$ cat src/shared/htsl_pkg.sv
// constants, types and state layout for the humidity/temperature sensor link host
// assumes one 250 MHz clock and a sensor on an open-drain data pin with pull-up
`default_nettype none
package htsl_pkg;
  // ----------------------------------------
  // timing
  // ----------------------------------------
  localparam int CLK_NS   = 4;
  localparam int HALF_NS  = 500;
  localparam int HALF_CYC = (HALF_NS + CLK_NS - 1) / CLK_NS;
  localparam int WAKE_MS  = 11;
  localparam int WAKE_CYC = (WAKE_MS * 1000000 + CLK_NS - 1) / CLK_NS;
  localparam int REST_MS  = 1000;
  localparam int REST_CYC = (REST_MS * 1000000 + CLK_NS - 1) / CLK_NS;
  localparam int CNT_W    = 28;
  localparam int DIV_W    = 8;
  localparam logic [3:0] LAST_BIT   = 4'h7;
  localparam logic [3:0] ACK_SLOT   = 4'h8;
  localparam logic [3:0] CONN_SLOTS = 4'h9;
  // ----------------------------------------
  // sensor commands (address 000 in the top bits)
  // ----------------------------------------
  localparam logic [7:0] CMD_MEAS_T = 8'h03;
  localparam logic [7:0] CMD_MEAS_H = 8'h05;
  localparam logic [7:0] CMD_RD_ST  = 8'h07;
  localparam logic [7:0] CMD_WR_ST  = 8'h06;
  localparam logic [7:0] CMD_SRST   = 8'h1E;
  localparam logic [7:0] ST_WMASK   = 8'h07;
  localparam logic [7:0] CRC_POLY   = 8'h31;
  localparam logic [7:0] CRC_INIT   = 8'h00;
  // ----------------------------------------
  // host register map and fields
  // ----------------------------------------
  localparam logic [7:0] A_CTRL  = 8'h00;
  localparam logic [7:0] A_WST   = 8'h04;
  localparam logic [7:0] A_STAT  = 8'h08;
  localparam logic [7:0] A_RES   = 8'h0C;
  localparam logic [7:0] A_CRC   = 8'h10;
  localparam logic [7:0] A_RDST  = 8'h14;
  localparam int CTRL_CRC_BIT = 3;
  localparam logic [2:0] OP_MEAS_T = 3'h0;
  localparam logic [2:0] OP_MEAS_H = 3'h1;
  localparam logic [2:0] OP_RD_ST  = 3'h2;
  localparam logic [2:0] OP_WR_ST  = 3'h3;
  localparam logic [2:0] OP_SRST   = 3'h4;
  localparam logic [2:0] OP_CONN   = 3'h5;

  typedef enum logic [2:0] {S_PWR, S_IDLE, S_START, S_TX, S_WRDY, S_RX, S_HOLD, S_CRST}
    htsl_state_type;

  typedef struct packed {
    logic [7:0]  addr;
    logic [31:0] wdata;
    logic        wr;
    logic        rd;
  } htsl_req_type;

  typedef struct packed {
    htsl_state_type   st;
    logic [DIV_W-1:0] div;
    logic             ph;
    logic [3:0]       bitn;
    logic [1:0]       bidx;
    logic [1:0]       nb;
    logic             first;
    logic [7:0]       shreg;
    logic [7:0]       crc;
    logic             sy1;
    logic             sy2;
    logic             seen_hi;
    logic             sck;
    logic             oe;
    logic [2:0]       op;
    logic             use_crc;
    logic [7:0]       wst;
    logic [CNT_W-1:0] cnt;
    logic [CNT_W-1:0] rest;
    logic             done;
    logic             ack_err;
    logic             crc_err;
    logic             refused;
    logic [15:0]      res;
    logic [7:0]       crc_rx;
    logic [7:0]       st_rd;
    logic [31:0]      rdata;
  } htsl_q_type;
endpackage
`default_nettype wire

$ cat src/verilog/htsl_host.sv
// host controller for the two-wire humidity/temperature sensor link
// assumes data pin is open drain with external pull-up; sck is driven from here
//
// Local design decisions: the strobed register port and the register addresses.
`default_nettype none
module htsl_host #(
  parameter int WAKE_CYC = htsl_pkg::WAKE_CYC,
  parameter int REST_CYC = htsl_pkg::REST_CYC,
  parameter int HALF_CYC = htsl_pkg::HALF_CYC
) (
  input  wire logic                  clk,
  input  wire logic                  rst_b,
  input  wire htsl_pkg::htsl_req_type req,
  output logic [31:0]                rdata,
  output logic                       sck,
  input  wire logic                  data_i,
  output logic                       data_o,
  output logic                       data_oe
);
  localparam logic [htsl_pkg::CNT_W-1:0] WAKE_M1  = htsl_pkg::CNT_W'(WAKE_CYC - 1);
  localparam logic [htsl_pkg::CNT_W-1:0] REST_LD  = htsl_pkg::CNT_W'(REST_CYC);
  localparam logic [htsl_pkg::DIV_W-1:0] DIV_LAST = htsl_pkg::DIV_W'(HALF_CYC - 1);

  htsl_pkg::htsl_q_type q;
  htsl_pkg::htsl_q_type d;
  logic                 tick;
  logic [7:0]           rx_byte;
  logic [7:0]           sh;

  // ----------------------------------------
  // helpers
  // ----------------------------------------
  function automatic logic [7:0] crc_step(input logic [7:0] c, input logic b);
    logic fb;
    fb = c[7] ^ b;
    crc_step = {c[6:0], 1'b0} ^ (fb ? htsl_pkg::CRC_POLY : 8'h00);
  endfunction

  function automatic logic [7:0] crc_byte(input logic [7:0] c, input logic [7:0] b);
    logic [7:0] r;
    r = c;
    for (int i = 7; i >= 0; i--) begin
      r = crc_step(r, b[i]);
    end
    crc_byte = r;
  endfunction

  function automatic logic [7:0] bit_rev(input logic [7:0] b);
    for (int i = 0; i < 8; i++) begin
      bit_rev[i] = b[7-i];
    end
  endfunction

  function automatic logic is_meas(input logic [2:0] op);
    is_meas = (op == htsl_pkg::OP_MEAS_T) || (op == htsl_pkg::OP_MEAS_H);
  endfunction

  function automatic logic [7:0] cmd_of(input logic [2:0] op);
    case (op)
      htsl_pkg::OP_MEAS_T: cmd_of = htsl_pkg::CMD_MEAS_T;
      htsl_pkg::OP_MEAS_H: cmd_of = htsl_pkg::CMD_MEAS_H;
      htsl_pkg::OP_RD_ST:  cmd_of = htsl_pkg::CMD_RD_ST;
      htsl_pkg::OP_WR_ST:  cmd_of = htsl_pkg::CMD_WR_ST;
      default:             cmd_of = htsl_pkg::CMD_SRST;
    endcase
  endfunction

  // ----------------------------------------
  // next state
  // ----------------------------------------
  always_comb begin
    d       = q;
    tick    = (q.div == DIV_LAST);
    rx_byte = {q.shreg[6:0], q.sy2};
    sh      = {q.shreg[6:0], 1'b0};
    d.div   = tick ? '0 : q.div + 8'h01;
    d.sy1   = data_i;
    d.sy2   = q.sy1;
    d.rdata = '0;
    if (q.rest != '0) begin
      d.rest = q.rest - 28'h0000001;
    end

    if (req.rd) begin
      case (req.addr)
        htsl_pkg::A_CTRL: d.rdata = {28'h0000000, q.use_crc, q.op};
        htsl_pkg::A_WST:  d.rdata = {24'h000000, q.wst};
        htsl_pkg::A_STAT: d.rdata = {26'h0000000, q.refused, (q.rest != '0), q.crc_err,
                                     q.ack_err, q.done, (q.st != htsl_pkg::S_IDLE)};
        htsl_pkg::A_RES:  d.rdata = {16'h0000, q.res};
        htsl_pkg::A_CRC:  d.rdata = {24'h000000, q.crc_rx};
        htsl_pkg::A_RDST: d.rdata = {24'h000000, q.st_rd};
        default:          d.rdata = '0;
      endcase
    end
    if (req.wr && req.addr == htsl_pkg::A_WST) begin
      d.wst = req.wdata[7:0] & htsl_pkg::ST_WMASK;
    end
    if (req.wr && req.addr == htsl_pkg::A_CTRL) begin
      // measurements inside the rest window are refused to limit self-heating
      if (q.st != htsl_pkg::S_IDLE || req.wdata[2:0] > htsl_pkg::OP_CONN
          || (is_meas(req.wdata[2:0]) && q.rest != '0)) begin
        d.refused = 1'b1;
      end else begin
        d.op      = req.wdata[2:0];
        d.use_crc = req.wdata[htsl_pkg::CTRL_CRC_BIT];
        d.done    = 1'b0;
        d.ack_err = 1'b0;
        d.crc_err = 1'b0;
        d.refused = 1'b0;
        d.crc     = htsl_pkg::CRC_INIT;
        d.bitn    = '0;
        d.ph      = 1'b0;
        d.sck     = 1'b0;
        d.oe      = 1'b0;
        d.st      = (req.wdata[2:0] == htsl_pkg::OP_CONN) ? htsl_pkg::S_CRST
                                                          : htsl_pkg::S_START;
      end
    end

    case (q.st)
      htsl_pkg::S_PWR, htsl_pkg::S_HOLD: begin
        d.cnt = q.cnt + 28'h0000001;
        if (q.cnt == WAKE_M1) begin
          d.cnt  = '0;
          d.st   = htsl_pkg::S_IDLE;
          d.done = (q.st == htsl_pkg::S_HOLD);
        end
      end
      htsl_pkg::S_IDLE: begin
        d.sck = 1'b0;
        d.oe  = 1'b0;
      end
      htsl_pkg::S_START: if (tick) begin
        d.bitn = q.bitn + 4'h1;
        case (q.bitn)
          4'h0: d.sck = 1'b1;
          4'h1: d.oe  = 1'b1;
          4'h2: d.sck = 1'b0;
          4'h3: d.sck = 1'b1;
          4'h4: d.oe  = 1'b0;
          default: begin
            d.sck   = 1'b0;
            d.st    = htsl_pkg::S_TX;
            d.bitn  = '0;
            d.ph    = 1'b0;
            d.first = 1'b1;
            d.shreg = cmd_of(q.op);
            d.oe    = ~d.shreg[7];
          end
        endcase
      end
      htsl_pkg::S_TX: if (tick) begin
        if (!q.ph) begin
          d.sck = 1'b1;
          d.ph  = 1'b1;
        end else begin
          d.sck = 1'b0;
          d.ph  = 1'b0;
          if (q.bitn != htsl_pkg::ACK_SLOT) begin
            if (q.first) begin
              d.crc = crc_step(q.crc, q.shreg[7]);
            end
            d.shreg = sh;
            d.bitn  = q.bitn + 4'h1;
            d.oe    = (q.bitn == htsl_pkg::LAST_BIT) ? 1'b0 : ~sh[7];
          end else if (q.sy2) begin
            d.ack_err = 1'b1;
            d.done    = 1'b1;
            d.st      = htsl_pkg::S_IDLE;
          end else begin
            d.bitn = '0;
            case (q.op)
              htsl_pkg::OP_MEAS_T, htsl_pkg::OP_MEAS_H: begin
                d.seen_hi = 1'b0;
                d.nb      = q.use_crc ? 2'h3 : 2'h2;
                d.st      = htsl_pkg::S_WRDY;
              end
              htsl_pkg::OP_RD_ST: begin
                d.nb = q.use_crc ? 2'h2 : 2'h1;
                d.st = htsl_pkg::S_RX;
              end
              htsl_pkg::OP_WR_ST: begin
                if (q.first) begin
                  d.first = 1'b0;
                  d.shreg = q.wst;
                  d.oe    = ~q.wst[7];
                end else begin
                  d.done = 1'b1;
                  d.st   = htsl_pkg::S_IDLE;
                end
              end
              default: begin
                d.cnt = '0;
                d.st  = htsl_pkg::S_HOLD;
              end
            endcase
            d.bidx = '0;
          end
        end
      end
      htsl_pkg::S_WRDY: begin
        // the ack low may still sit in the synchroniser, so wait for a high first
        if (q.sy2) begin
          d.seen_hi = 1'b1;
        end
        if (q.seen_hi && !q.sy2) begin
          d.st = htsl_pkg::S_RX;
          d.ph = 1'b0;
        end
      end
      htsl_pkg::S_RX: if (tick) begin
        if (!q.ph) begin
          d.sck = 1'b1;
          d.ph  = 1'b1;
        end else begin
          d.sck = 1'b0;
          d.ph  = 1'b0;
          if (q.bitn != htsl_pkg::ACK_SLOT) begin
            d.shreg = rx_byte;
            d.bitn  = q.bitn + 4'h1;
            if (q.bitn == htsl_pkg::LAST_BIT) begin
              d.oe = ((q.bidx + 2'h1) != q.nb);
              if (is_meas(q.op) && q.bidx == 2'h0) begin
                d.res[15:8] = rx_byte;
              end else if (is_meas(q.op) && q.bidx == 2'h1) begin
                d.res[7:0] = rx_byte;
              end else if (!is_meas(q.op) && q.bidx == 2'h0) begin
                d.st_rd = rx_byte;
              end else begin
                d.crc_rx = rx_byte;
              end
              if (q.bidx != (is_meas(q.op) ? 2'h2 : 2'h1)) begin
                d.crc = crc_byte(q.crc, rx_byte);
              end
            end
          end else begin
            d.oe   = 1'b0;
            d.bitn = '0;
            d.bidx = q.bidx + 2'h1;
            if ((q.bidx + 2'h1) == q.nb) begin
              d.st      = htsl_pkg::S_IDLE;
              d.done    = 1'b1;
              d.crc_err = q.use_crc && (q.crc_rx != bit_rev(q.crc));
              if (is_meas(q.op)) begin
                d.rest = REST_LD;
              end
            end
          end
        end
      end
      htsl_pkg::S_CRST: if (tick) begin
        d.oe = 1'b0;
        if (!q.ph) begin
          d.sck = 1'b1;
          d.ph  = 1'b1;
        end else begin
          d.sck  = 1'b0;
          d.ph   = 1'b0;
          d.bitn = q.bitn + 4'h1;
          if (q.bitn == (htsl_pkg::CONN_SLOTS - 4'h1)) begin
            d.st   = htsl_pkg::S_IDLE;
            d.done = 1'b1;
          end
        end
      end
      default: d.st = htsl_pkg::S_IDLE;
    endcase
  end

  always_ff @(posedge clk) begin
    if (!rst_b) begin
      q    <= '0;
      q.st <= htsl_pkg::S_PWR;
    end else begin
      q <= d;
    end
  end

  assign rdata   = q.rdata;
  assign sck     = q.sck;
  assign data_o  = 1'b0;
  assign data_oe = q.oe;
endmodule // htsl_host
`default_nettype wire
$ cat config.mk
export PLATFORM = sky130hd
export DESIGN_NAME = htsl_host
export DESIGN_NICKNAME = d
export VERILOG_FILES = /design/src/shared/htsl_pkg.sv /design/src/verilog/htsl_host.sv
export SDC_FILE = /design/constraint.sdc
export NUM_CORES = 1
export LEC_CHECK = 0
export BUFFER_PORTS_ARGS = -buffer_cell sky130_fd_sc_hd__buf_4
export CORE_ASPECT_RATIO = 1.5
export CORE_MARGIN = 8
export CORE_UTILIZATION = 35
export CTS_CLUSTER_DIAMETER = 150
export DETAILED_ROUTE_END_ITERATION = 8
export PLACE_DENSITY = 0.61
export RECOVER_POWER = 25
export SLEW_MARGIN = 5
export SYNTH_ARGS = -nofsm -noshare
export SYNTH_HDL_FRONTEND = slang
export SYNTH_SLANG_ARGS = --single-unit
$ cat constraint.sdc
create_clock -name clk -period 2.9 [get_ports clk]
set_clock_uncertainty 0.15 [all_clocks]
set_input_delay 0.29 -clock clk [delete_from_list [all_inputs] [get_ports clk]]
set_output_delay 0.29 -clock clk [all_outputs]
set_load 0.1 [all_outputs]
Yosys cells after proc, flatten, opt, wreduce, memory -nomap -nowiden
Cells that the tools add are included.
{ "totals": {"ff_bits": 173, "inputBits": 45, "out_inout_bits": 35, "word_cells": 292} }
{ "op_classes": {"addsub": 5, "n_lt_le_gt_ge": 1, "eq_ne": 49, "muxes": 135, "bitwise_logic": 27, "reduce_logical": 47} }
{ "ops": {"columns": ["operator", "n"], "rows": [
  ["$mux W28", 9],
  ["$mux W29", 4],
  ["$pmux W16 S6", 1],
  ["$mux W8", 11],
  ["$mux W6", 12],
  ["$xor A8 B6 Y8", 9],
  ["$mux W3", 21],
  ["$pmux W28 S2", 1],
  ["$mux W16", 3],
  ["$mux W1", 32],
  ["$reduce_and A8 Y1", 4],
  ["$mux W5", 6],
  ["$add A28 B1 Y28 const B", 1],
  ["$eq A28 B22 Y1 const B", 1],
  ["$reduce_bool A28 Y1", 1],
  ["$sub A28 B1 Y28 const B", 1],
  ["$mux W9", 3],
  ["$mux W26", 1],
  ["$mux W25", 1],
  ["$ne A2 B2 Y1 const B", 12],
  ["$pmux W8 S3", 1],
  ["$pmux W5 S4", 1],
  ["$mux W2", 9],
  ["$pmux W3 S6", 1],
  ["other kinds (55)", 118]
]} }

Longest topological paths before layout
Gate-level depths: netlist of the first run.
{ "depth": {"depth_word": 30, "ltp_mapped": 10, "depth_no_buf": 8} }

Worst setup path before layout of the first run
OpenSTA, ideal clock, no wires.
{ "synth_timing": {"path_type": "reg2reg", "start": "register q[162] (netlist name)", "end": "register q[96] (netlist name)", "setup_time_ns": 0.115, "arrival_ns": 2.307, "required_ns": 2.635, "slack_ns": 0.328, "stages_incl_launch_ff": 11, "n_path_buf": 2, "synth_period_minus_slack_ns": 2.572, "path_cell_list": "dfxtp_1 > inv_1 > ha_1 > buf_2 > and3b_1 > nand4_2 > nor3_1 > o21ba_2 > o21ai_2 > buf_6 > nor2_1"} }
{ "synth_between": {"elab_chain_len": 3} }
{ "synth_lines": {"columns": ["element", "line", "rtl"], "rows": [
  ["start: declaration", "htsl_host.sv:24", "htsl_pkg::htsl_q_type q;"],
  ["$ne A4 B4 Y1", "htsl_host.sv:160", "if (q.bitn != htsl_pkg::ACK_SLOT) begin"],
  ["$ne A2 B2 Y1 (no line)", null, null],
  ["$reduce_and A6 Y1 (no line)", null, null]
]} }
No other way between the ends.
A chain may end at the register's enable or synchronous reset.

Worst setup path after layout of the first run
{ "layout_timing": {"start": "register q[68] (netlist name)", "end": "register q[176] (netlist name)"} }
{ "layout_between": {"elab_chain_len": 12, "word_cells_on_any_way": 23, "cone_classes": "20 x mux; 3 x reduce/logical"} }
{ "layout_lines": {"columns": ["element", "line", "rtl"], "rows": [
  ["$reduce_bool A28 Y1 *", "htsl_host.sv:102", "|| (is_meas(req.wdata[2:0]) && q.rest != '0)) begin"],
  ["$logic_and A1 B1 Y1 *", "htsl_host.sv:102", null],
  ["$logic_or A1 B1 Y1 *", "htsl_host.sv:102", null],
  ["$mux W3 *", "htsl_host.sv:101", "if (q.st != htsl_pkg::S_IDLE || req.wdata[2:0] > htsl_pkg::OP_CONN"],
  ["$mux W3 *", "htsl_host.sv:99", "if (req.wr && req.addr == htsl_pkg::A_CTRL) begin"],
  ["$mux W3", "htsl_host.sv:184", "if (q.first) begin"],
  ["$pmux W3 S3", "htsl_host.sv:173", "case (q.op)"],
  ["$mux W3", "htsl_host.sv:167", "end else if (q.sy2) begin"],
  ["$mux W3", "htsl_host.sv:160", null],
  ["$mux W3", "htsl_host.sv:154", "if (!q.ph) begin"],
  ["$mux W3", "htsl_host.sv:153", "htsl_pkg::S_TX: if (tick) begin"],
  ["$pmux W3 S6 *", "htsl_host.sv:121", "case (q.st)"]
]} }
Every way passes the cells marked *; elsewhere a longest branch is shown, timed or not.

==> results.sh, run 1 <==
export IMPL_placed_cell_area_um2=9015
export IMPL_cp_num_cells=8
export IMPL_grt_pass1_vias=7125
export IMPL_cts_made_buffers=17
export IMPL_rsz0062_at_grt="false"
export IMPL_critPathKind="reg2reg"
export IMPL_power_density_nw_per_um2=626.0
export IMPL_critPathSlowestCell="or4_4"
export IMPL_grt_first_pass_wirelength_mm=36.36
export IMPL_fin_crit_ns=2.697
export IMPL_dieArea_um2=29230
export IMPL_clk_latency_ns=0.43
export IMPL_crit_arrival_ns=2.89
export IMPL_io_pins=80
export IMPL_worstMarginPinSlew_ns=1.202
export IMPL_num_fill_cells=2381
export IMPL_slew_viol_final=0
export IMPL_drive_gt1_frac=0.1250
export IMPL_final_common_cell="dfxtp_1"
export IMPL_layout_common_cells="dfxtp_1, nor2_1, nand2_1, buf_4, a21oi_1"
export IMPL_port_buffers=34
export IMPL_path_buf_inv=2
export IMPL_finalSetupViolations=0
export IMPL_finalCritPeriodShare=0.9299
export IMPL_drc=0
export IMPL_max_clock_freq_mhz=370.8
export IMPL_wirelength_mm=22.58
export IMPL_p_seq_frac=0.417
export IMPL_synth_seq_cells=157
export IMPL_tns_ns=0
export IMPL_fp_row_count=69
export IMPL_crit_chain="inv_1 -> ha_1 -> or3b_2 -> or4_4 -> o21ai_4 -> nand2_2 -> buf_4 -> a221oi_2"
export IMPL_grt_start_max_net_pins=35
export IMPL_viasPerCell=5.345
export IMPL_crit_fanout=6
export IMPL_switching_share=0.3149
export IMPL_fin_area_um2=9548
export IMPL_synthArstFlopShare=0
export IMPL_drtIter0Drc=421
export IMPL_final_core_util=0.4051
export IMPL_maxCapViolations=0
export IMPL_synthCells=978
export IMPL_min_path_type="in2reg"
export IMPL_vias=7221
export IMPL_fin_nets=1077
export IMPL_root_buffer="clkbuf_16"
export IMPL_r2r_slack_ns=0.20
export IMPL_endpoint_kind="flop"
export IMPL_worstPathRequired_ns=3.09
export IMPL_p_switching_uw=1882
export IMPL_leakage_uw=0.003582
export IMPL_synthesis_area_um2=8372
export IMPL_antenna_found_initial=0
export IMPL_initial_core_util=0.3552
export IMPL_hpwl_mm=16.70
export IMPL_status="completed"
export IMPL_first_pass_iters=5
export IMPL_cp_start_kind="flop"
export IMPL_ir_worst_vdd_uv=428.8
export IMPL_path_clk_slew_ns=0.06
export IMPL_avgSynthCellArea_um2=8.560
export IMPL_syn2layout_area_growth_pct=14.05
export IMPL_die_y_um=205.4
export IMPL_gp_congestion=0.8819
export IMPL_r2r_cells=8
export IMPL_clock_sinks=157
export IMPL_clock_power_share=0.362
export IMPL_cts_htree_levels=4
export IMPL_cts_buffer_depth=2
export IMPL_total_power_uw=5977
export IMPL_min_path_cells=3
export IMPL_tritoncts="yes"
export IMPL_critPathTopFamily="simple AND/OR/NAND/NOR gates"
export IMPL_postCtsSetupRepairBufs=0
export IMPL_wl_per_cell_um=16.71
export IMPL_yosys_cell_types_count=81
export IMPL_diodes=0
export IMPL_core_um2=23570
export IMPL_gr_total_overflow=0
export IMPL_maxSlewHeadroom=0.2023
export IMPL_timing_hold_violations_final=0
export IMPL_synth_warnings=0
export IMPL_combPwrFrac=0.221
export IMPL_postRouteAntennaNets=0
export IMPL_ys_seq_area_frac=0.3754
export IMPL_internal_power_uw=4095
export IMPL_die_w_um=142.3
export IMPL_grt_usage=0.1564
export IMPL_synth_main_ff_cell="dfxtp_1"
export IMPL_synth_edf_count=0
export IMPL_slowest_delay_ns=0.48
-- stage by stage --
step           setup slack [ns]  std cells  hold slack (ns)
6_report                 0.2032       1351          0.09796
4_1_cts                  0.1476       1351          0.07606
3_3_place_gp             0.1660       1315           0.2695
5_1_grt                 0.04026       1351          0.08787
3_5_place_dp             0.1631       1315           0.2691
2_1_floorplan            0.3280        994           0.2619
-- worst paths after layout --
check,to,startpoint
max,q[176]$_SDFF_PN0_,q[68]$_SDFF_PN0_
min,rdata[2]$_SDFF_PN0_,req[0]
max reg2reg,q[176]$_SDFF_PN0_,q[68]$_SDFF_PN0_
min reg2reg,q[139]$_SDFF_PN0_,d[139]$_SDFF_PN0_
-- power groups by stage --
stage | sequential [uW] | clock, uW | combinational (uW)
2_1_floorplan | 2490 | 0 | 1070
5_1_grt | 2520 | 2290 | 1470
3_5_place_dp | 2530 | 0 | 1310
6_report | 2490 | 2160 | 1320
3_3_place_gp | 2530 | 0 | 1300
4_1_cts | 2490 | 2200 | 1320
-- per-layer routing --
layer	track usage	vias up	share of wire
met2	0.2858	195	0.52
li1	-	3535	-
met5	0	-	0
met4	0.09164	0	0.052
met1	0.1636	3429	0.39
met3	0.02880	62	0.041
-- synth_stat cells, drive strengths merged, types with 20 or more instances --
| cell | instances | area (um2) |
|---|---|---|
| o21ai | 33 | 180.2 |
| a22oi | 20 | 150.1 |
| nand3 | 21 | 105.1 |
| nor2 | 142 | 533.0 |
| mux2i | 36 | 360.4 |
| nor3 | 28 | 150.1 |
| clkbuf | 39 | 147.6 |
| buf | 43 | 311.5 |
| nand2 | 64 | 242.7 |
| a21oi | 57 | 285.3 |
| dfxtp | 157 | 3143 |
| xnor2 | 45 | 394.1 |
| xor2 | 35 | 306.5 |
| inv | 21 | 78.83 |
-- final cells by class --
| type | instances | area, um2 | area share |
|---|---|---|---|
| Clock inverter | 11 | 120.1 | 0.01258 |
| Clock buffer | 19 | 432.9 | 0.04534 |
| Tap cell | 319 | 399.1 | 0.04180 |
| Inverter | 21 | 78.83 | 0.008256 |
| Sequential cell | 157 | 3143 | 0.3292 |
| Timing Repair Buffer | 90 | 628.1 | 0.06578 |
| Multi-Input combinational cell | 734 | 4746 | 0.4971 |
-- cells by family after synthesis --
group,Yosys count,share of synthesized area
mux,49,0.06053
other cells,1,0.0004479
fa+ha+maj,11,0.01644
flops,157,0.3754
buf+inv,103,0.06426
compound gates,187,0.1520
simple gates,389,0.2444
xor+xnor,81,0.08653
-- what timing repair did --
action	4_1_cts	5_1_grt
endpoints found under the hold margin	6	0
hold buffers	6	0
setup endpoints to repair	0	3
resized for setup	0	1
-- sequential cells by signal (all words and copies together) (netlist names) --
register	flops
rdata	16
data_oe	1
d	1
sck	1
q	138
-- worst register-to-register path, stage by stage, from the launching register on --
cell and delay (ns):
dfxtp_1 0.33, inv_1 0.08, ha_1 0.17, or3b_2 0.46
or4_4 0.48, o21ai_4 0.27, nand2_2 0.21, buf_4 0.23
a221oi_2 0.24
(Power assumes the default switching activity.)
==> inputs of run 2 (changes only) <==
--- a/config.mk
+++ b/config.mk
@@ -8,10 +8,10 @@
 export BUFFER_PORTS_ARGS = -buffer_cell sky130_fd_sc_hd__buf_4
 export CORE_ASPECT_RATIO = 1.5
 export CORE_MARGIN = 8
-export CORE_UTILIZATION = 35
+export CORE_UTILIZATION = 55
 export CTS_CLUSTER_DIAMETER = 150
 export DETAILED_ROUTE_END_ITERATION = 8
-export PLACE_DENSITY = 0.61
+export PLACE_DENSITY = 0.84
 export RECOVER_POWER = 25
 export SLEW_MARGIN = 5
 export SYNTH_ARGS = -nofsm -noshare
==> run 2 against run 1 <==
Net effect: routed wire length decreased by 4.4%; clock power up 5%; clock-buffer cell count decreased by 2; flip-flop and latch count unchanged; power up 1.7%; sequential share of layout area increased by 0.78 points; maximum frequency up 0.36%; final area is 2.3% lower; core utilization is 22 points higher; setup slack improved by 0.0096 ns; sequential power about the same; die area fell by 33%; critical endpoint is now q[109]$_SDFFE_PN0P_; highest routed layer unchanged.
==> results.sh, run 2 (synthesized netlist as in run 1, its figures left out) <==
export IMPL_gr_total_overflow=0
export IMPL_antenna_found_initial=0
export IMPL_drive_gt1_frac=0.1143
export IMPL_io_pins=80
export IMPL_tritoncts="yes"
export IMPL_syn2layout_area_growth_pct=11.42
export IMPL_crit_chain="inv_1 -> ha_1 -> nor4bb_1 -> a31oi_1 -> or4_1 -> nor3_1 -> xnor2_1 -> nor2_1"
export IMPL_initial_core_util=0.5580
export IMPL_path_clk_slew_ns=0.07
export IMPL_leakage_uw=0.003519
export IMPL_grt_usage=0.2232
export IMPL_clk_latency_ns=0.43
export IMPL_worstPathRequired_ns=3.07
export IMPL_finalSetupViolations=0
export IMPL_cts_made_buffers=17
export IMPL_grt_start_max_net_pins=83
export IMPL_drc=0
export IMPL_tns_ns=0
export IMPL_die_y_um=167.1
export IMPL_timing_hold_violations_final=0
export IMPL_fin_area_um2=9328
export IMPL_status="completed"
export IMPL_core_um2=15000
export IMPL_postRouteAntennaNets=0
export IMPL_first_pass_iters=6
export IMPL_critPathTopFamily="simple AND/OR/NAND/NOR gates"
export IMPL_power_density_nw_per_um2=651.6
export IMPL_final_common_cell="dfxtp_1"
export IMPL_grt_first_pass_wirelength_mm=35.12
export IMPL_slew_viol_final=0
export IMPL_dpl_cell_count=1177
export IMPL_dieArea_um2=19510
export IMPL_slowest_delay_ns=0.60
export IMPL_vias=7385
export IMPL_drtIter0Drc=521
export IMPL_max_clock_freq_mhz=372.1
export IMPL_viasPerCell=6.083
export IMPL_critPathKind="reg2reg"
export IMPL_wl_per_cell_um=17.79
export IMPL_crit_fanout=6
export IMPL_endpoint_kind="flop"
export IMPL_crit_arrival_ns=2.86
export IMPL_fin_crit_ns=2.687
export IMPL_min_path_type="in2reg"
export IMPL_largest_reg_flops=138
export IMPL_fin_nets=1058
export IMPL_die_w_um=116.7
export IMPL_top_register="q"
export IMPL_root_buffer="clkbuf_16"
export IMPL_layout_common_cells="dfxtp_1, nor2_1, nand2_1, a21oi_1, xnor2_1"
export IMPL_path_buf_inv=1
export IMPL_wirelength_mm=21.59
export IMPL_ir_worst_vdd_uv=584.7
export IMPL_maxSlewHeadroom=0.2047
export IMPL_whs_ns=0.05767
export IMPL_port_buffers=34
export IMPL_fp_row_count=55
export IMPL_maxCapViolations=0
export IMPL_hpwl_mm=14.81
export IMPL_instances_no_fill=1214
export IMPL_worstMarginPinSlew_ns=1.198
export IMPL_finalCritPeriodShare=0.9266
export IMPL_rsz0062_at_grt="false"
export IMPL_clock_sinks=157
export IMPL_gp_congestion=0.9779
export IMPL_diodes=0
export IMPL_cts_buffer_depth=2
export IMPL_cp_start_kind="flop"
export IMPL_grt_pass1_vias=7166
export IMPL_cts_htree_levels=4
export IMPL_critPathSlowestCell="or4_1"
export IMPL_placed_cell_area_um2=8730
[run 2: changes by cell type in the layout (fill, tap and decap cells not counted), moves of 2 or more]
cell	delta
bufinv_16	-2
and2_0	+4
buf_4	-17
clkinvlp_4	-2
and2_1	-4
dlygate4sd3_1	-2
inv_8	+3
clkbuf_1	-2
clkinv_8	+8
clkinv_2	-4
[run 2: timing repair]
| action | CTS | global route |
|---|---|---|
| setup endpoints to repair | 0 | 6 |
| buffers inserted | 0 | 1 |
| hold endpoints to repair | 5 | 0 |
| gates resized for setup | 0 | 2 |
| hold buffers | 4 | 0 |
[run 2: path summary, 6_finish.rpt]
| path | start | end | slack [ns] | cells past startpoint |
|---|---|---|---|---|
| setup / recovery | q[163]$_SDFF_PN0_ | q[109]$_SDFFE_PN0P_ | 0.21 | 8 |
| hold reg to reg | d[139]$_SDFF_PN0_ | q[139]$_SDFF_PN0_ | 0.29 | 1 |
| hold / removal | req[4] | q[126]$_SDFFE_PN0P_ | 0.06 | 3 |
| setup reg to reg | q[163]$_SDFF_PN0_ | q[109]$_SDFFE_PN0P_ | 0.21 | 8 |
[run 2: through the flow]
stage / worst slack (ns) / power, uW / util
global placement: 0.1507 / 3754 / 0.5819
floorplan: 0.3280 / 3557 / -
global route: 0.03830 / 6370 / 0.6218
detailed placement: 0.09614 / 3795 / 0.5819
CTS: 0.05226 / 6059 / 0.6261
finish: 0.2128 / 6078 / 0.6218
[run 2: worst min-delay path, delay by kind of cell]
family / cells / cell delay [ns]
buffers and inverters: 1 / 0.12
muxes: 1 / 0.10
and+or+nand+nor: 1 / 0.09
[run 2: per-layer routing]
layer	up-vias	GRT usage	routed length [um]
met2	297	0.3958	11040
met4	0	0.1398	1207
li1	3514	-	-
met1	3487	0.2314	8003
met3	87	0.04465	1344
met5	-	0	0
[run 2: report_power, final]
part | leakage, uW | switching (uW) | total, uW | internal [uW]
Sequential | 0.00127 | 180 | 2500 | 2320
Clock | 0.000296 | 1080 | 2260 | 1170
Combinational | 0.00195 | 813 | 1320 | 511
[run 2: area by class of cell]
cell class | count | area [um2]
clock buffers | 17 | 425.4
clock inverters | 15 | 197.7
fillers | 1265 | 5674
inverters | 21 | 78.83
multi-input cells | 734 | 4753
flip-flops and latches | 157 | 3143
well taps | 199 | 249.0
repair buffers | 71 | 480.5
==> inputs of run 3 (changes only) <==
--- a/config.mk
+++ b/config.mk
@@ -5,13 +5,14 @@
 export SDC_FILE = /design/constraint.sdc
 export NUM_CORES = 1
 export LEC_CHECK = 0
+export ABC_AREA = 1
 export BUFFER_PORTS_ARGS = -buffer_cell sky130_fd_sc_hd__buf_4
 export CORE_ASPECT_RATIO = 1.5
 export CORE_MARGIN = 8
 export CORE_UTILIZATION = 55
 export CTS_CLUSTER_DIAMETER = 150
 export DETAILED_ROUTE_END_ITERATION = 8
-export PLACE_DENSITY = 0.84
+export PLACE_DENSITY = 0.83
 export RECOVER_POWER = 25
 export SLEW_MARGIN = 5
 export SYNTH_ARGS = -nofsm -noshare
==> run 3 against run 2 <==
Net effect: die area grew 9.6%; sequential share of layout area shrank 2.8 points; flip-flop and latch count is the same; clock-buffer cell count grew 1; power grew 12%.
==> results.sh, run 3 <==
export IMPL_status="completed"
export IMPL_viasPerCell=5.678
export IMPL_ys_seq_area_frac=0.3386
export IMPL_critPathKind="reg2reg"
export IMPL_port_buffers=34
export IMPL_first_pass_iters=5
export IMPL_num_fill_cells=1567
export IMPL_timing_final_ws_setup_ns=0.2318
export IMPL_timing_hold_violations_final=0
export IMPL_crit_fanout=16
export IMPL_cts_made_buffers=17
export IMPL_wl_per_cell_um=15.33
export IMPL_largest_reg_flops=138
export IMPL_clk_latency_ns=0.45
export IMPL_maxCapViolations=0
export IMPL_register_area_um2=3143
export IMPL_rsz0062_at_grt="false"
export IMPL_min_path_type="in2reg"
export IMPL_place_ws_ns=0.2247
export IMPL_hpwl_mm=18.77
export IMPL_power_density_nw_per_um2=668.9
export IMPL_finalSetupViolations=0
export IMPL_gr_total_overflow=0
export IMPL_multiInputGateArea_um2=5079
export IMPL_tns_ns=0
export IMPL_synth_warnings=0
export IMPL_syn2layout_area_growth_pct=9.666
export IMPL_synthMostInstantiatedCell="nand2_1"
export IMPL_leakage_uw=0.004198
export IMPL_whs_ns=0.03975
export IMPL_fp_row_count=58
export IMPL_grt_usage=0.2408
export IMPL_gp_congestion=0.9496
export IMPL_yosys_area_top_type="dfxtp_1"
export IMPL_slew_viol_final=0
export IMPL_postRouteAntennaNets=0
export IMPL_die_y_um=175.1
export IMPL_crit_arrival_ns=2.83
export IMPL_wirelength_mm=25.42
export IMPL_root_buffer="clkbuf_16"
export IMPL_path_clk_slew_ns=0.07
export IMPL_clock_sinks=157
export IMPL_fin_crit_ns=2.668
export IMPL_crit_start="q[167]$_SDFF_PP0_"
export IMPL_io_pins=80
export IMPL_final_common_cell="nand2_1"
export IMPL_maxSlewHeadroom=0.1774
export IMPL_cp_start_kind="flop"
export IMPL_synth_main_ff_cell="dfxtp_1"
export IMPL_ir_worst_vdd_uv=553.0
export IMPL_synthesis_area_um2=9281
export IMPL_drive_gt1_frac=0.07528
export IMPL_drc=0
export IMPL_avgSynthCellArea_um2=6.592
export IMPL_synth_top_cell_area_share=0.3386
export IMPL_worstMarginPinSlew_ns=1.239
export IMPL_grt_pass1_vias=9034
export IMPL_worstPathRequired_ns=3.06
export IMPL_top_register="q"
export IMPL_dieArea_um2=21370
export IMPL_finalCritPeriodShare=0.9201
export IMPL_layout_common_cells="nand2_1, nor2_1, inv_1, dfxtp_1, nand3_1"
export IMPL_endpoint_kind="flop"
export IMPL_drtIter0Drc=853
export IMPL_die_w_um=122.1
export IMPL_grt_start_max_net_pins=36
export IMPL_cts_htree_levels=4
export IMPL_r2r_slack_ns=0.23
export IMPL_yosys_top_cells_count="nand2_1, nor2_1, inv_1, dfxtp_1, nand3_1"
export IMPL_core_um2=16620
export IMPL_yosys_cell_types_count=53
export IMPL_synth_edf_count=0
export IMPL_antenna_found_initial=0
export IMPL_vias=9414
export IMPL_grt_first_pass_wirelength_mm=41.96
export IMPL_max_clock_freq_mhz=374.8
export IMPL_diodes=0
export IMPL_min_from="req[4]"
export IMPL_synthArstFlopShare=0
export IMPL_worstReg2RegStart="q[167]$_SDFF_PP0_"
export IMPL_synth_seq_cells=157
export IMPL_initial_core_util=0.5585
export IMPL_cts_buffer_depth=2
export IMPL_synthCells=1408
export IMPL_synthTopCellsByArea="dfxtp_1, nand2_1, nor2_1"
export IMPL_tritoncts="yes"
export IMPL_fin_nets=1491
## run 3: changes by cell type in the layout (fill, tap and decap cells not counted), sizes merged, moves of 17 or more
cell / before / now
mux2i: 36 / 1
nand3: 21 / 92
nor2: 142 / 195
a22oi: 20 / 3
nor3: 28 / 52
a21oi: 57 / 88
o21ai: 33 / 71
xnor2: 45 / 16
nand4: 17 / 42
nand2: 64 / 318
inv: 26 / 187
## run 3: layer usage
metal | up-vias | wire length [um] | GRT usage | part of all wire
met5 | - | 0 | 0 | 0
met4 | 0 | 1406 | 0.1566 | 0.055
met3 | 139 | 1633 | 0.04426 | 0.064
met2 | 437 | 12740 | 0.4240 | 0.50
met1 | 4202 | 9641 | 0.2542 | 0.38
li1 | 4636 | - | - | -
## run 3: repair_timing
item / CTS / global route
endpoints found under the hold margin: 5 / 0
buffers inserted: 0 / 0
hold buffers: 4 / 0
resized for setup: 0 / 1
setup endpoints to repair: 0 / 15
## run 3: kinds of logic (layout without fill, tap and decap cells)
group / Yosys count / after routing / share of synthesized area
multiplexers: 1 / 1 / 0.001079
other: 1 / 17 / 0.0004040
AO/OA/AOI/OAI: 226 / 226 / 0.1409
XOR/XNOR: 40 / 40 / 0.03936
buffers and inverters: 250 / 274 / 0.1204
adder cells (fa/ha/maj): 11 / 11 / 0.01483
AND/OR/NAND/NOR: 722 / 722 / 0.3444
flip-flops: 157 / 157 / 0.3386
## run 3: area by class of cell
| cell class | count | area share |
|---|---|---|
| Clock buffer | 18 | 0.04315 |
| Sequential cell | 157 | 0.3088 |
| Inverter | 182 | 0.06712 |
| Clock inverter | 14 | 0.01795 |
| Tap cell | 210 | 0.02581 |
| Multi-Input combinational cell | 1017 | 0.4990 |
| Timing Repair Buffer | 60 | 0.03823 |
## run 3: final timing paths
check | endpoint | cells past startpoint
worst max-delay path | q[56]$_SDFFE_PN0P_ | 12
worst min register to register | q[139]$_SDFF_PN0_ | 2
worst min-delay path | q[126]$_SDFFE_PN0P_ | 3
worst max register to register | q[56]$_SDFFE_PN0P_ | 12
## run 3: where the power goes
part / switching (uW) / leakage [uW] / total, uW / internal [uW]
combinational: 1330 / 0.00264 / 1950 / 617
clock: 994 / 0.000293 / 2390 / 1390
sequential: 148 / 0.00127 / 2470 / 2320
## run 3: critical path, cell delays in order, from the launching register on
cell and delay (ns):
dfxtp_1 0.33, inv_1 0.07, ha_1 0.14, inv_1 0.04, nor2_1 0.09, nand2_1 0.07
nor2_2 0.23, buf_4 0.22, inv_1 0.15, nor2_1 0.12, nand4_1 0.46, o21ai_0 0.41
a21oi_1 0.06
## run 3: metrics by stage
| stage | power, uW | std cells | util | area (um2) |
|---|---|---|---|---|
| 3_3_place_gp | 4371 | 1622 | 0.5771 | 9590 |
| 2_1_floorplan | 3995 | 1424 | - | 9341 |
| 3_5_place_dp | 4406 | 1622 | 0.5771 | 9590 |
| 5_1_grt | 7202 | 1658 | 0.6125 | 10180 |
| 4_1_cts | 6778 | 1658 | 0.6169 | 10250 |
| 6_report | 6809 | 1658 | 0.6125 | 10180 |
